### config.mk
export PLATFORM = sky130hd
export DESIGN_NAME = line_terminal_multiplexer
export DESIGN_NICKNAME = d
export VERILOG_FILES = /design/src/rtl/line_terminal_multiplexer.v /design/src/rtl/prio_pick.v
export VERILOG_INCLUDE_DIRS = /design/src /design/src/rtl
export SDC_FILE = /design/constraint.sdc
export NUM_CORES = 1
export LEC_CHECK = 0
export BUFFER_PORTS_ARGS = -buffer_cell sky130_fd_sc_hd__buf_2
export CORE_MARGIN = 2
export CORE_UTILIZATION = 25
export DETAILED_ROUTE_END_ITERATION = 12
export PLACE_DENSITY = 0.48
export SYNTH_ARGS = -nofsm -noshare
export SYNTH_HDL_FRONTEND = slang
export SYNTH_SLANG_ARGS = --single-unit
export TNS_END_PERCENT = 20
### constraint.sdc
create_clock -name ref_clk_in -period 27.1 [get_ports ref_clk_in]
set_clock_uncertainty 0.05 [all_clocks]
set_input_delay 1.355 -clock ref_clk_in [delete_from_list [all_inputs] [get_ports ref_clk_in]]
set_output_delay 1.355 -clock ref_clk_in [all_outputs]
set_load 0.005 [all_outputs]
### src/rtl/line_mux_regs.vh
// Constants for the line terminal multiplexer
`ifndef LINE_MUX_REGS_VH
`define LINE_MUX_REGS_VH

// ----------------------------------------
// Sizes
// ----------------------------------------
`define LM_POSITIONS_DEF   64
`define LM_CHAR_W          8
`define LM_DIAL_W          4

// ----------------------------------------
// Mode encodings per position
// ----------------------------------------
`define LM_MODE_ASYNC      2'h0
`define LM_MODE_SYNC       2'h1
`define LM_MODE_TIMING     2'h2
`define LM_MODE_DIAL       2'h3

// ----------------------------------------
// Line timing
// ----------------------------------------
`define LM_CLK_HZ          20000000
`define LM_SYNC_MIN_BPS    2000
`define LM_SYNC_MAX_BPS    4800
`define LM_SYNC_CHAR_GAP   16

`endif

### src/rtl/line_terminal_multiplexer.v
// Line terminal multiplexer: arbitration between terminal positions and one channel
// Functional notes
// - Size is 4, 8, 16, 32 or 64 positions, half input, half output.
// - Each terminal takes one position, input or output, never both.
// - Requests arrive in any order or all at once; one is chosen automatically.
// - The winning position's identifier goes to the channel with its data.
// - Dial-out terminal sits on an output position, four-bit parallel code, no data.
// - Asynchronous serial characters are framed by start and stop bits.
// - Synchronous lines insert timing characters between data at fixed intervals.
// - Timing-signal mode moves eight-bit parallel characters with a presence strobe.
`timescale 1ns/1ns
`default_nettype none
`include "line_mux_regs.vh"

module line_terminal_multiplexer #(
	parameter POSITIONS = `LM_POSITIONS_DEF,
	parameter CW        = `LM_CHAR_W,
	parameter IW        = 6
) (
	input  wire                      ref_clk_in,
	input  wire                      sys_rst_in,
	// Terminal side: input positions hand characters in
	input  wire [POSITIONS/2-1:0]    in_req_in,
	input  wire [POSITIONS/2*CW-1:0] in_char_in,
	// Terminal side: output positions ask for characters
	input  wire [POSITIONS/2-1:0]    out_req_in,
	input  wire [POSITIONS/2*2-1:0]  out_mode_in,
	output reg  [POSITIONS/2-1:0]    out_strobe_out,
	output reg  [CW-1:0]             out_char_out,
	// Channel side
	output wire                      chan_valid_out,
	output reg                       chan_is_input_out,
	output reg  [IW-1:0]             chan_pos_out,
	output reg  [CW-1:0]             chan_data_out,
	input  wire                      chan_ack_in,
	input  wire [CW-1:0]             chan_wdata_in
);

	localparam HALF = POSITIONS / 2;
	localparam NALL = POSITIONS;

	// One-hot arbiter states
	localparam ST_IDLE  = 2'b01;
	localparam ST_GRANT = 2'b10;

	reg  [1:0]      state;
	reg  [HALF-1:0] in_req_s1;
	reg  [HALF-1:0] in_req_s2;
	reg  [HALF-1:0] out_req_s1;
	reg  [HALF-1:0] out_req_s2;
	reg  [HALF-1:0] in_req_prev;
	reg  [HALF-1:0] out_req_prev;
	reg  [HALF*CW-1:0] in_char_s1;
	reg  [HALF*CW-1:0] in_char_s2;
	reg  [HALF*2-1:0]  out_mode_s1;
	reg  [HALF*2-1:0]  out_mode_s2;
	reg  [NALL-1:0] pending;
	reg  [NALL-1:0] clr_mask;
	wire            pick_any;
	wire [IW-1:0]   pick_idx;
	wire [NALL-1:0] req_rise;
	genvar          g;

	// Dial-out positions keep only the low code bits of a character
	function [CW-1:0] dial_code;
		input [CW-1:0] ch;
		begin
			dial_code = {{(CW - `LM_DIAL_W){1'b0}}, ch[`LM_DIAL_W-1:0]};
		end
	endfunction

	// Character handed to an output terminal, chosen by its line mode
	// Framing and fill characters stay in the terminal, so the channel word is passed whole except to dial-out positions
	function [CW-1:0] char_for_mode;
		input [1:0]    mode;
		input [CW-1:0] ch;
		begin
			case (mode)
			`LM_MODE_ASYNC: begin
				char_for_mode = ch; // Terminal adds start and stop bits
			end
			`LM_MODE_SYNC: begin
				char_for_mode = ch; // Terminal inserts timing characters
			end
			`LM_MODE_TIMING: begin
				char_for_mode = ch; // Parallel character, marked by the strobe
			end
			`LM_MODE_DIAL: begin
				char_for_mode = dial_code(ch); // Dialling code only, no data
			end
			default: char_for_mode = ch;
			endcase
		end
	endfunction

	// ----------------------------------------
	// Pin synchronisers
	// ----------------------------------------
	// Requests come from terminal pins, so two stages before use
	always @(posedge ref_clk_in or posedge sys_rst_in) begin
		if (sys_rst_in) begin
			in_req_s1    <= {HALF{1'b0}};
			in_req_s2    <= {HALF{1'b0}};
			out_req_s1   <= {HALF{1'b0}};
			out_req_s2   <= {HALF{1'b0}};
			in_req_prev  <= {HALF{1'b0}};
			out_req_prev <= {HALF{1'b0}};
		end else begin
			in_req_s1    <= in_req_in;
			in_req_s2    <= in_req_s1;
			out_req_s1   <= out_req_in;
			out_req_s2   <= out_req_s1;
			in_req_prev  <= in_req_s2;
			out_req_prev <= out_req_s2;
		end
	end

	// ----------------------------------------
	// Terminal data synchronisers
	// ----------------------------------------
	// Characters and modes ride the same two stages as the requests, so a
	// character is already settled here when its request edge reaches the latch
	always @(posedge ref_clk_in or posedge sys_rst_in) begin
		if (sys_rst_in) begin
			in_char_s1  <= {HALF*CW{1'b0}};
			in_char_s2  <= {HALF*CW{1'b0}};
			out_mode_s1 <= {HALF*2{1'b0}};
			out_mode_s2 <= {HALF*2{1'b0}};
		end else begin
			in_char_s1  <= in_char_in;
			in_char_s2  <= in_char_s1;
			out_mode_s1 <= out_mode_in;
			out_mode_s2 <= out_mode_s1;
		end
	end

	// ----------------------------------------
	// Rising-edge detect, one per position
	// ----------------------------------------
	// A level that stays high does not re-arm; only a fresh edge counts
	// Low half are input positions, high half output positions
	generate
		for (g = 0; g < HALF; g = g + 1) begin : g_edge
			assign req_rise[g]        = in_req_s2[g] & ~in_req_prev[g];
			assign req_rise[HALF + g] = out_req_s2[g] & ~out_req_prev[g];
		end
	endgenerate

	// ----------------------------------------
	// Pending request latch
	// ----------------------------------------
	// Low half are input positions, high half output positions
	always @* begin
		clr_mask = {NALL{1'b0}};
		if (state == ST_GRANT && chan_ack_in) begin
			clr_mask[{chan_is_input_out ? 1'b0 : 1'b1, chan_pos_out[IW-2:0]}] = 1'b1;
		end
	end

	// A new rising request wins over a clear in the same cycle
	always @(posedge ref_clk_in or posedge sys_rst_in) begin
		if (sys_rst_in) begin
			pending <= {NALL{1'b0}};
		end else begin
			pending <= (pending & ~clr_mask) | req_rise;
		end
	end

	// Lowest index among all pending positions
	prio_pick #(
		.N  (NALL),
		.IW (IW)
	) u_pick (
		.req_in  (pending),
		.any_out (pick_any),
		.idx_out (pick_idx)
	);

	assign chan_valid_out = (state == ST_GRANT);

	// ----------------------------------------
	// Grant state machine
	// ----------------------------------------
	// Grant is frozen until the channel acknowledges
	always @(posedge ref_clk_in or posedge sys_rst_in) begin
		if (sys_rst_in) begin
			state             <= ST_IDLE;
			chan_is_input_out <= 1'b0;
			chan_pos_out      <= {IW{1'b0}};
			chan_data_out     <= {CW{1'b0}};
			out_strobe_out    <= {HALF{1'b0}};
			out_char_out      <= {CW{1'b0}};
		end else begin
			out_strobe_out <= {HALF{1'b0}};
			case (state)
			ST_IDLE: begin
				if (pick_any && !clr_mask[pick_idx]) begin
					state             <= ST_GRANT;
					chan_is_input_out <= ~pick_idx[IW-1];
					// Identifier of the winner
					chan_pos_out      <= {1'b0, pick_idx[IW-2:0]};
					chan_data_out     <= pick_idx[IW-1] ? {CW{1'b0}}
						: in_char_s2[pick_idx[IW-2:0]*CW +: CW];
				end
			end
			ST_GRANT: begin
				if (chan_ack_in) begin
					state <= ST_IDLE;
					if (!chan_is_input_out) begin
						// Line mode decides what reaches the terminal
						out_char_out <= char_for_mode(
							out_mode_s2[chan_pos_out[IW-2:0]*2 +: 2], chan_wdata_in);
						// Presence strobe for the position
						out_strobe_out[chan_pos_out[IW-2:0]] <= 1'b1;
					end
				end
			end
			default: state <= ST_IDLE;
			endcase
		end
	end

endmodule // line_terminal_multiplexer

`default_nettype wire

### src/rtl/prio_pick.v
// Fixed priority selector, lowest index wins
`timescale 1ns/1ns
`default_nettype none

module prio_pick #(
	parameter N  = 64,
	parameter IW = 6
) (
	input  wire [N-1:0]  req_in,
	output reg           any_out,
	output reg  [IW-1:0] idx_out
);

	integer i;

	// ----------------------------------------
	// Scan from the top so the lowest hit is kept
	// ----------------------------------------
	always @* begin
		any_out = 1'b0;
		idx_out = {IW{1'b0}};
		for (i = N - 1; i >= 0; i = i - 1) begin
			if (req_in[i]) begin
				any_out = 1'b1;
				idx_out = i[IW-1:0];
			end
		end
	end

endmodule // prio_pick

`default_nettype wire

==> out/results.ini, run 1 <==
[status]
outcome = finished clean

[timing]
slew_headroom_pct = 30.0
timing.final.max_slew_violations = 0
fmax_ghz = 0.228
finalWorstSetupSlack_ns = 22.71
fin_crit_sh_pct = 16.2
totalNegativeSetupSlack_ns = 0
min_period_ns = 4.39
worst_slew_pin_slew_ns = 1.05
rsz0062_at_grt = false
setup_viol = 0
hold_viol = 0

[cts]
cts_tree = built
cts.sinks = 952
numCtsBuffers = 100
hold_buffers = 0
clkLatencyLatePin_ns = 0.68
clk_pin_slew_ns = 0.06
cts_root_buffer = clkbuf_16
cts_resized = 0
cts_setup_buffers = 0
h-tree-depth = 3
clockBufferDepth = 3

[placed_design]
hpwl_um = 58300
place_ws_ns = 22.26
place_inst = 3760
gp_congestion = 0.842
io_buffer_count = 449

[finish]
final-instance-count-excl-fill = 3946
fin_nets = 2745
fillers = 11300
synthToLayoutAreaGrowth_pct = 26.5
layout-drive-gt1-share_pct = 29.2

[synthesis]
synth.largest_area_cell = dfrtp_1
avgSynthCellArea_sq_um = 15.9
synth_top_area_share_pct = 82.1
syn_area_sq_um = 29000
ys_types = 70
syn_inst = 1825
ys_seq_area_share_pct = 82.1
syn_nets = 2220
synthTopCellsByArea = dfrtp_1 (82%), o21ai_0 (2.7%), nand2_1 (1.8%)
synth_edf_count = 0
synth_most_common_cell = dfrtp_1
async_flop_share_pct = 100
synth_warnings = 0
synth-seq-cells = 952
synth_commonest_cells = dfrtp_1 (951), o21ai_0 (157), nand2_1 (140)
synthFlopType = dfrtp_1

[power]
p_switching_uw = 827
peakVddDrop_v = 0.0000538
power_density_nw_per_um2 = 90.0
leakage_nw = 16.4
pwr-share-comb_pct = 9.5
clockPowerShare_pct = 43.4
p_seq_share_pct = 47.1
swShare_pct = 25.1
internal_power_mw = 2.47

[setup_path]
critPathCaptureType = register
worstPathMaxFanout = 38
cp.buffers_inverters = 2
crit_arrival_ns = 4.86
critical_path_class = reg2reg
cpPeakStageDelay_ns = 0.60
cpMostUsedCell = buf_4
required_ns = 27.56
crit_family = compound AO/OA/AOI/OAI gates
cp_slowest_cell = buf_4
worstPathCellList = nor2b_1 > o21bai_2 > nand3_2 > or4_4 > o221ai_4 > buf_4 > buf_4 > nand2_4 > o22ai_1 > a31oi_1 > a222oi_1 > o211ai_1
worstSetupStartpointType = register

[routing]
detail-route-antenna-nets = 0
dr.first_iter.drc_count = 1040
num_vias = 16600
routed_via_density = 4.20
drt_wl_total_um = 81900
wl_per_cell_um = 20.8
post-route-drc-count = 0
dr.pass1.iters = 5

[floorplan]
boundaryPins = 451
die-area_sq_um = 119000
start_util_pct = 25.3
rows = 124
die_y_um = 345
die_w_um = 345
core-area_sq_um = 115000

[global_routing]
grt_pass1_wl_um = 120000
grt_antenna_before_repair = 16
overflow = 0
grt_pass1_vias = 18200
track_usage_pct = 13.8
grt_start_max_net_pins = 158

[hold_path]
hold_class = reg2reg

[run]
drv_cap = 0

==> flip-flops by register name, indices dropped and copies added, names as in the netlist, 64 cells and up <==
signal       flops
out_mode_s1     64
out_mode_s2     64
in_char_s2     256
in_char_s1     256
pending         64
==> power by group through the flow <==
stage | clock, mW | sequential, mW | combinational (mW)
6_report | 1.43 | 1.55 | 0.313
5_1_grt | 1.54 | 1.56 | 0.341
4_1_cts | 1.48 | 1.56 | 0.321
3_5_place_dp | 0 | 1.58 | 0.320
3_3_place_gp | 0 | 1.58 | 0.317
2_1_floorplan | 0 | 1.56 | 0.180
==> placed cells by master, fill, tap and decap left out, drive strengths merged, types with 6 or more instances in the layout <==
| master | instances |
|---|---|
| clkinv | 20 |
| a22oi | 8 |
| dfrtp | 951 |
| nand4 | 12 |
| clkbuf | 137 |
| inv | 88 |
| o311ai | 6 |
| mux2 | 15 |
| o21ai | 159 |
| nand2b | 10 |
| nor3 | 19 |
| a21oi | 21 |
| nor3b | 6 |
| nand3 | 16 |
| o211ai | 16 |
| o22ai | 42 |
| nor2 | 100 |
| bufinv | 11 |
| nor2b | 15 |
| clkinvlp | 8 |
| a31oi | 18 |
| nor4 | 16 |
| buf | 474 |
| mux2i | 31 |
| or4 | 6 |
| mux4 | 20 |
| a222oi | 7 |
| a32oi | 6 |
| nand2 | 142 |
==> path summary, 6_finish.rpt <==
path / slack, ns / startpoint / depth (start not counted) / end
setup / recovery: 22.71 / pending[14] / 12 / chan_data_out[3]
hold / removal: 0.28 / out_req_s1[22] / 0 / out_req_s2[22]
setup reg to reg: 22.71 / pending[14] / 12 / chan_data_out[3]
hold reg to reg: 0.28 / out_req_s1[22] / 0 / out_req_s2[22]
max in group asynchronous: 23.19 / sys_rst_in / 5 / out_strobe_out[15]
min in group asynchronous: 0.85 / sys_rst_in / 2 / in_char_s1[4]
==> cell type report <==
type                       instances  area [sq um]  share of cell area, %
timing repair buffer             474          2460                   6.70
tap                             1512          1890                   5.16
clock inverter                    46           628                   1.71
sequential                       952         23800                   64.9
inverter                          81           308                  0.839
clock buffer                     137          2910                   7.94
multi-input combinational        741          4660                   12.7
antenna                            3          7.51                 0.0205
==> cell families (layout without fill, tap and decap cells) <==
family	count (synthesis)	after routing	share of synthesized area, %
muxes	66	66	3.21
and+or+nand+nor	355	355	5.68
buffers and inverters	132	738	1.97
AOI/OAI and AO/OA	319	319	6.99
DFF	952	952	82.1
other	1	4	0.0129
==> through the flow <==
stage / area [sq um] / hold slack (ns) / util, % / power (mW)
finish: 36700 / 0.284 / 32.0 / 3.30
global route: 36700 / 0.287 / 32.0 / 3.44
CTS: 36700 / 0.281 / 32.0 / 3.35
detailed placement: 33100 / 0.285 / 28.9 / 1.90
global placement: 33100 / 0.283 / 28.9 / 1.90
floorplan: 29000 / 0.281 / - / 1.74
==> routing by layer <==
metal  share of wire, %  global-route usage [%]  wire (um)
met1                 42                    18.2      34600
met2                 49                    22.6      40300
met3                5.8                    3.05       4790
met4                2.7                    4.64       2170
met5              0.033                       0         27
Power figures use the tool's default switching activity.
==> inputs of run 2 (changes only) <==
==> constraint.sdc (replaced) <==
create_clock -name ref_clk_in -period 4 [get_ports ref_clk_in]
set_clock_uncertainty 0.05 [all_clocks]
set_input_delay 0.2 -clock ref_clk_in [delete_from_list [all_inputs] [get_ports ref_clk_in]]
set_output_delay 0.2 -clock ref_clk_in [all_outputs]
set_load 0.005 [all_outputs]
==> run 2 against run 1 <==
Against the previous run:
- sequential share of layout area fell by 6.4 points
- wire length rose by 6.2%
- die area is the same
- first-iteration DRC count is 1.6% higher
- fmax increased by 22%
- combinational power rose to 8.0 times the previous value
- via count up 10%
- flip-flop and latch count stayed put
- clock power grew to 6.5 times the previous value
- largest power group unchanged
==> out/results.ini, run 2 (same netlist as run 1, synthesis figures left out) <==
[status]
outcome = finished clean  ; unchanged

[setup_path]
cp_slowest_cell = or4_4  ; was buf_4
r2r_cells = 9  ; was 12
cpMostUsedCell = o211ai_1  ; was buf_4
r2r-end = chan_data_out[0]  ; was chan_data_out[3]
worstPathMaxFanout = 9  ; was 38
worstPathCellList = or4_4 > nor4b_4 > o211ai_1 > a31oi_1 > or2_1 > nand2_1 > nor2b_1 > a22oi_1 > o211ai_1  ; was nor2b_1 > o21bai_2 > nand3_2 > or4_4 > o221ai_4 > buf_4 > buf_4 > nand2_4 > o22ai_1 > a31oi_1 > a222oi_1 > o211ai_1
rr_startpoint = pending[62]  ; was pending[14]
critPathCaptureType = register  ; unchanged
cpPeakStageDelay_ns = 0.57  ; was 0.60 ns
worstSetupStartpointType = register  ; unchanged
required_ns = 4.55  ; was 27.56 ns
ff2ff_setup_slack_ns = 0.39  ; was 22.71 ns
crit_arrival_ns = 4.16  ; was 4.86 ns
critical_path_class = reg2reg  ; unchanged

[placed_design]
hpwl_um = 60400  ; was 58,300 um
place_inst = 3777  ; was 3,760
place_ws_ns = 0.187  ; was 22.26 ns
gp_congestion = 0.872  ; was 0.842
io_buffer_count = 449  ; unchanged
place_area_sq_um = 33400  ; was 33,100 sq um

[finish]
fin_nets = 3155  ; was 2,745
layout_commonest_cell = dfrtp_1  ; unchanged
layout_common_cells = dfrtp_1 (950), buf_2 (449), dlygate4sd3_1 (394)  ; was dfrtp_1 (950), buf_2 (449), o21ai_0 (157)
synthToLayoutAreaGrowth_pct = 40.4  ; was 26.5%
layout-drive-gt1-share_pct = 25.1  ; was 29.2%
reg.largest.list = in_char_s1 (256), in_char_s2 (256)  ; unchanged
stdcell_area_sq_um = 40700  ; was 36,700 sq um
final-instance-count-excl-fill = 4356  ; was 3,946
fillers = 10900  ; was 11.3k

[timing]
min_period_ns = 3.61  ; was 4.39 ns
fmax_ghz = 0.277  ; was 0.228 GHz
fin_crit_sh_pct = 90.2  ; was 16.2%
hold_viol = 0  ; unchanged
timing.final.max_slew_violations = 0  ; unchanged
setup_viol = 0  ; unchanged
rsz0062_at_grt = false  ; unchanged
worst_slew_pin_slew_ns = 1.02  ; was 1.05 ns
slew_headroom_pct = 32.0  ; was 30.0%
finalWorstSetupSlack_ns = 0.394  ; was 22.71 ns

[global_routing]
overflow = 0  ; unchanged
grt_start_max_net_pins = 126  ; was 158
grt_pass1_wl_um = 128000  ; was 120,000 um
grt_antenna_before_repair = 7  ; was 16
grt_pass1_vias = 20500  ; was 18.2k
track_usage_pct = 14.6  ; was 13.8%

[hold_path]
hold_end = in_char_s1[201]  ; was out_req_s2[22]
hold_class = in2reg  ; was reg2reg
hold-path-cell-count = 2  ; was 0
hold_start = in_char_in[201]  ; was out_req_s1[22]

[floorplan]
core-area_sq_um = 115000  ; unchanged
start_util_pct = 25.3  ; unchanged
die_w_um = 345  ; unchanged
boundaryPins = 451  ; unchanged
rows = 124  ; unchanged
die_y_um = 345  ; unchanged
die-area_sq_um = 119000  ; unchanged

[cts]
clk_pin_slew_ns = 0.06  ; about the same
cts_root_buffer = clkbuf_16  ; unchanged
cts.sinks = 952  ; unchanged
numCtsBuffers = 99  ; was 100
clockBufferDepth = 3  ; unchanged
cts_tree = built  ; unchanged
h-tree-depth = 3  ; unchanged
clkLatencyLatePin_ns = 0.68  ; about the same

[routing]
detail-route-antenna-nets = 0  ; unchanged
num_vias = 18300  ; was 16.6k
dr.pass1.iters = 5  ; unchanged
post-route-drc-count = 0  ; unchanged
drt_wl_total_um = 87000  ; was 81,900 um
routed_via_density = 4.19  ; was 4.20
wl_per_cell_um = 20.0  ; was 20.8 um
dr.first_iter.drc_count = 1057  ; was 1,040

[power]
leakage_nw = 18.1  ; was 16.4 nW
peakVddDrop_v = 0.000318  ; was 0.0000538 V
power_density_nw_per_um2 = 549  ; was 90.0 nW/um^2
total_power_mw = 22.3  ; was 3.30 mW

[run]
drv_cap = 0  ; unchanged

run 2: cell types whose count changed in the layout (fill, tap and decap cells not counted), sizes merged:
cell / change
dlygate4sd3: +394
diode: +1
clkinvlp: -5
clkinv: +2
bufinv: -5
inv: -3
clkbuf: +9
buf: +17
run 2: final cells by class:
type / count / area [sq um] / share of cell area, %
clock buffers: 146 / 2880 / 7.08
clock inverters: 35 / 483 / 1.19
multi-input cells: 741 / 4660 / 11.5
well taps: 1512 / 1890 / 4.65
inverters: 81 / 308 / 0.756
flip-flops and latches: 952 / 23800 / 58.5
diodes: 4 / 10.0 / 0.0246
repair buffers: 885 / 6640 / 16.3
run 2: worst max-delay path by stage:
stage	start	end	cells after the start
after global placement	pending[46]	chan_data_out[7]	10
after CTS	pending[46]	chan_data_out[7]	10
after floorplan	sys_rst_in	chan_data_out[0]	1
after detailed placement	pending[46]	chan_data_out[7]	10
final	pending[62]	chan_data_out[0]	9
after global routing	pending[57]	chan_data_out[7]	10
run 2: what timing repair did:
item / 4_1_cts / 5_1_grt
hold endpoints to repair: 417 / 0
gates resized for setup: 0 / 1
setup endpoints to repair: 0 / 2
hold buffers: 394 / 0
buffers inserted: 0 / 0
run 2: through the flow:
step / hold slack (ns) / setup TNS, ns / util (%)
after CTS: 0.0266 / 0 / 35.5
after detailed placement: 0.259 / 0 / 29.1
final: 0.0957 / 0 / 35.5
after floorplan: 0.181 / -8903.18 / -
after global routing: 0.0523 / 0 / 35.5
after global placement: 0.259 / 0 / 29.1
run 2: worst max-delay path: cells and delay by family, from the launching register on:
kind	cells	cell delay, ns
AOI/OAI and AO/OA	4	0.72
and+or+nand+nor	5	2.34
DFF	1	0.41
run 2: power by group:
part	switching (mW)	internal (mW)	total [mW]
Clock	3.87	5.43	9.30
Sequential	0.345	10.2	10.5
Combinational	1.46	1.06	2.51
Total	5.67	16.7	22.3
run 2: routing by layer:
metal | global-route usage (%) | wire length, um | up-vias
li1 | - | - | 8073
met1 | 18.1 | 34900 | 9330
met2 | 24.7 | 43600 | 642
met3 | 3.06 | 4810 | 210
met4 | 6.56 | 3670 | 2
met5 | 0 | 13 | -
==> inputs of run 3 (changes only) <==
--- a/config.mk
+++ b/config.mk
@@ -10,7 +10,8 @@
 export CORE_MARGIN = 2
 export CORE_UTILIZATION = 25
 export DETAILED_ROUTE_END_ITERATION = 12
-export PLACE_DENSITY = 0.48
+export PLACE_DENSITY = 0.47
+export SKIP_LAST_GASP = 1
 export SYNTH_ARGS = -nofsm -noshare
 export SYNTH_HDL_FRONTEND = slang
 export SYNTH_SLANG_ARGS = --single-unit
==> constraint.sdc (replaced) <==
create_clock -name ref_clk_in -period 4.7 [get_ports ref_clk_in]
set_clock_uncertainty 0.05 [all_clocks]
set_input_delay 0.235 -clock ref_clk_in [delete_from_list [all_inputs] [get_ports ref_clk_in]]
set_output_delay 0.235 -clock ref_clk_in [all_outputs]
set_load 0.005 [all_outputs]
==> run 3 against run 2 <==
Against the previous run:
- sequential share of layout area is 0.17 points lower
- design area increased by 0.30%
- via count fell by 0.89%
- clock power shrank 10%
- critical path type unchanged
==> out/results.ini, run 3 (same netlist as run 1, synthesis figures left out) <==
[floorplan]
die_w_um = 345  ; unchanged
core-area_sq_um = 115000  ; unchanged
rows = 124  ; unchanged
start_util_pct = 25.3  ; unchanged
die_y_um = 345  ; unchanged
boundaryPins = 451  ; unchanged
die-area_sq_um = 119000  ; unchanged

[setup_path]
critPathCaptureType = register  ; unchanged
required_ns = 5.19  ; was 4.55 ns
worstPathMaxFanout = 30  ; was 9
worstSetupStartpointType = register  ; unchanged
critical_path_class = reg2reg  ; unchanged
crit_arrival_ns = 4.62  ; was 4.16 ns

[global_routing]
grt_pass1_vias = 20100  ; was 20.5k
grt_start_max_net_pins = 131  ; was 126
track_usage_pct = 14.5  ; was 14.6%
overflow = 0  ; unchanged
grt_pass1_wl_um = 127000  ; was 128,000 um
grt_antenna_before_repair = 9  ; was 7

[routing]
num_vias = 18100  ; was 18.3k
routed_via_density = 4.16  ; was 4.19
wl_per_cell_um = 19.8  ; was 20.0 um
dr.pass1.iters = 6  ; was 5
detail-route-antenna-nets = 0  ; unchanged
drt_wl_total_um = 86200  ; was 87,000 um
dr.first_iter.drc_count = 1004  ; was 1,057
post-route-drc-count = 0  ; unchanged

[timing]
hold_viol = 0  ; unchanged
fin_crit_sh_pct = 87.8  ; was 90.2%
timing.final.max_slew_violations = 0  ; unchanged
rsz0062_at_grt = false  ; unchanged
worst_slew_pin_slew_ns = 1.12  ; was 1.02 ns
setup_viol = 0  ; unchanged
fmax_ghz = 0.242  ; was 0.277 GHz
finalWorstSetupSlack_ns = 0.573  ; was 0.394 ns
slew_headroom_pct = 25.1  ; was 32.0%
min_period_ns = 4.13  ; was 3.61 ns
whs_ns = 0.130  ; was 0.0957 ns

[placed_design]
hpwl_um = 59200  ; was 60,400 um
place_inst = 3767  ; was 3,777
gp_congestion = 0.820  ; was 0.872
io_buffer_count = 449  ; unchanged
place_ws_ns = 0.492  ; was 0.187 ns

[cts]
h-tree-depth = 3  ; unchanged
clkLatencyLatePin_ns = 0.69  ; was 0.68 ns
clockBufferDepth = 3  ; unchanged
cts_root_buffer = clkbuf_16  ; unchanged
cts_tree = built  ; unchanged
numCtsBuffers = 99  ; unchanged
cts_resized = 0  ; unchanged
cts.sinks = 952  ; unchanged
clk_pin_slew_ns = 0.06  ; about the same

[finish]
layout-drive-gt1-share_pct = 25.0  ; was 25.1%
reg.largest.list = in_char_s1 (256), in_char_s2 (256)  ; unchanged
fin_nets = 3145  ; was 3,155
layout_common_cells = dfrtp_1 (949), buf_2 (449), dlygate4sd3_1 (394)  ; was dfrtp_1 (950), buf_2 (449), dlygate4sd3_1 (394)
final-instance-count-excl-fill = 4351  ; was 4,356
synthToLayoutAreaGrowth_pct = 40.8  ; was 40.4%
layout_commonest_cell = dfrtp_1  ; unchanged

[power]
p_switching_mw = 4.86  ; was 5.67 mW
internal_power_mw = 14.6  ; was 16.7 mW
pwr-share-comb_pct = 11.0  ; was 11.3%
clockPowerShare_pct = 43.0  ; was 41.6%
swShare_pct = 25.0  ; was 25.4%
power_density_nw_per_um2 = 477  ; was 549 nW/um^2
p_seq_share_pct = 46.0  ; was 47.1%
peakVddDrop_v = 0.000268  ; was 0.000318 V
leakage_nw = 18.1  ; about the same

[status]
outcome = finished clean  ; unchanged

[run]
drv_cap = 0  ; unchanged

[hold_path]
hold_class = in2reg  ; unchanged

run 3: cell count changes in the layout (fill, tap and decap cells not counted), sizes merged:
cell      delta
buf         -10
bufinv      +10
clkbuf       -9
clkinvlp     +7
inv          -3
run 3: final cells by class:
class                   count  area (sq um)
fillers                 10900         73800
well taps                1512          1890
clock inverters            49           796
repair buffers            875          6570
multi-input cells         741          4660
inverters                  81           308
clock buffers             137          2770
flip-flops and latches    952         23800
diodes                      4          10.0
run 3: timing repair:
item	CTS	global route
buffers inserted	0	0
hold endpoints to repair	404	0
hold buffers	394	0
run 3: worst max-delay path, stage by stage (launching register included):
cell and delay [ns]:
dfrtp_1 0.44, nor2_1 0.16, nor3_1 0.06, a2111oi_0 0.70, o2111ai_1 0.44, a21oi_4 0.37
buf_4 0.47, nand2b_1 0.35, o22ai_2 0.23, a21oi_1 0.07, a222oi_1 0.44, o211ai_1 0.17
run 3: per-stage QoR:
step	utilization [%]	area, sq um	total power [mW]	TNS (ns)
global route	35.6	40800	20.3	0
finish	35.6	40800	19.5	0
CTS	35.6	40800	19.8	0
detailed placement	29.1	33300	11.0	0
global placement	29.1	33300	11.0	0
floorplan	-	29000	10.0	-8270.10
run 3: power groups by stage:
stage	Sequential, mW	Clock, mW	Combinational, mW
after global placement	9.10	0	1.92
after detailed placement	9.10	0	1.93
final	8.96	8.36	2.14
after floorplan	8.97	0	1.04
after CTS	8.96	8.61	2.20
after global routing	9.01	8.95	2.34
run 3: worst paths after layout:
path	start	endpoint	slack [ns]	depth (start not counted)
worst max-delay path	pending[56]	chan_data_out[7]	0.57	11
worst min-delay path	in_char_in[132]	in_char_s1[132]	0.13	2
worst max register to register	pending[56]	chan_data_out[7]	0.57	11
worst min register to register	in_req_s1[17]	in_req_s2[17]	0.26	0
max in group asynchronous	sys_rst_in	in_char_s2[222]	3.06	5
min in group asynchronous	sys_rst_in	in_char_s2[64]	0.14	3
run 3: layer usage:
metal | share of wire, % | GRT usage [%]
met4 | 3.7 | 5.96
met5 | 0.024 | 0
met3 | 4.9 | 3.06
met2 | 50 | 24.4
met1 | 41 | 18.2
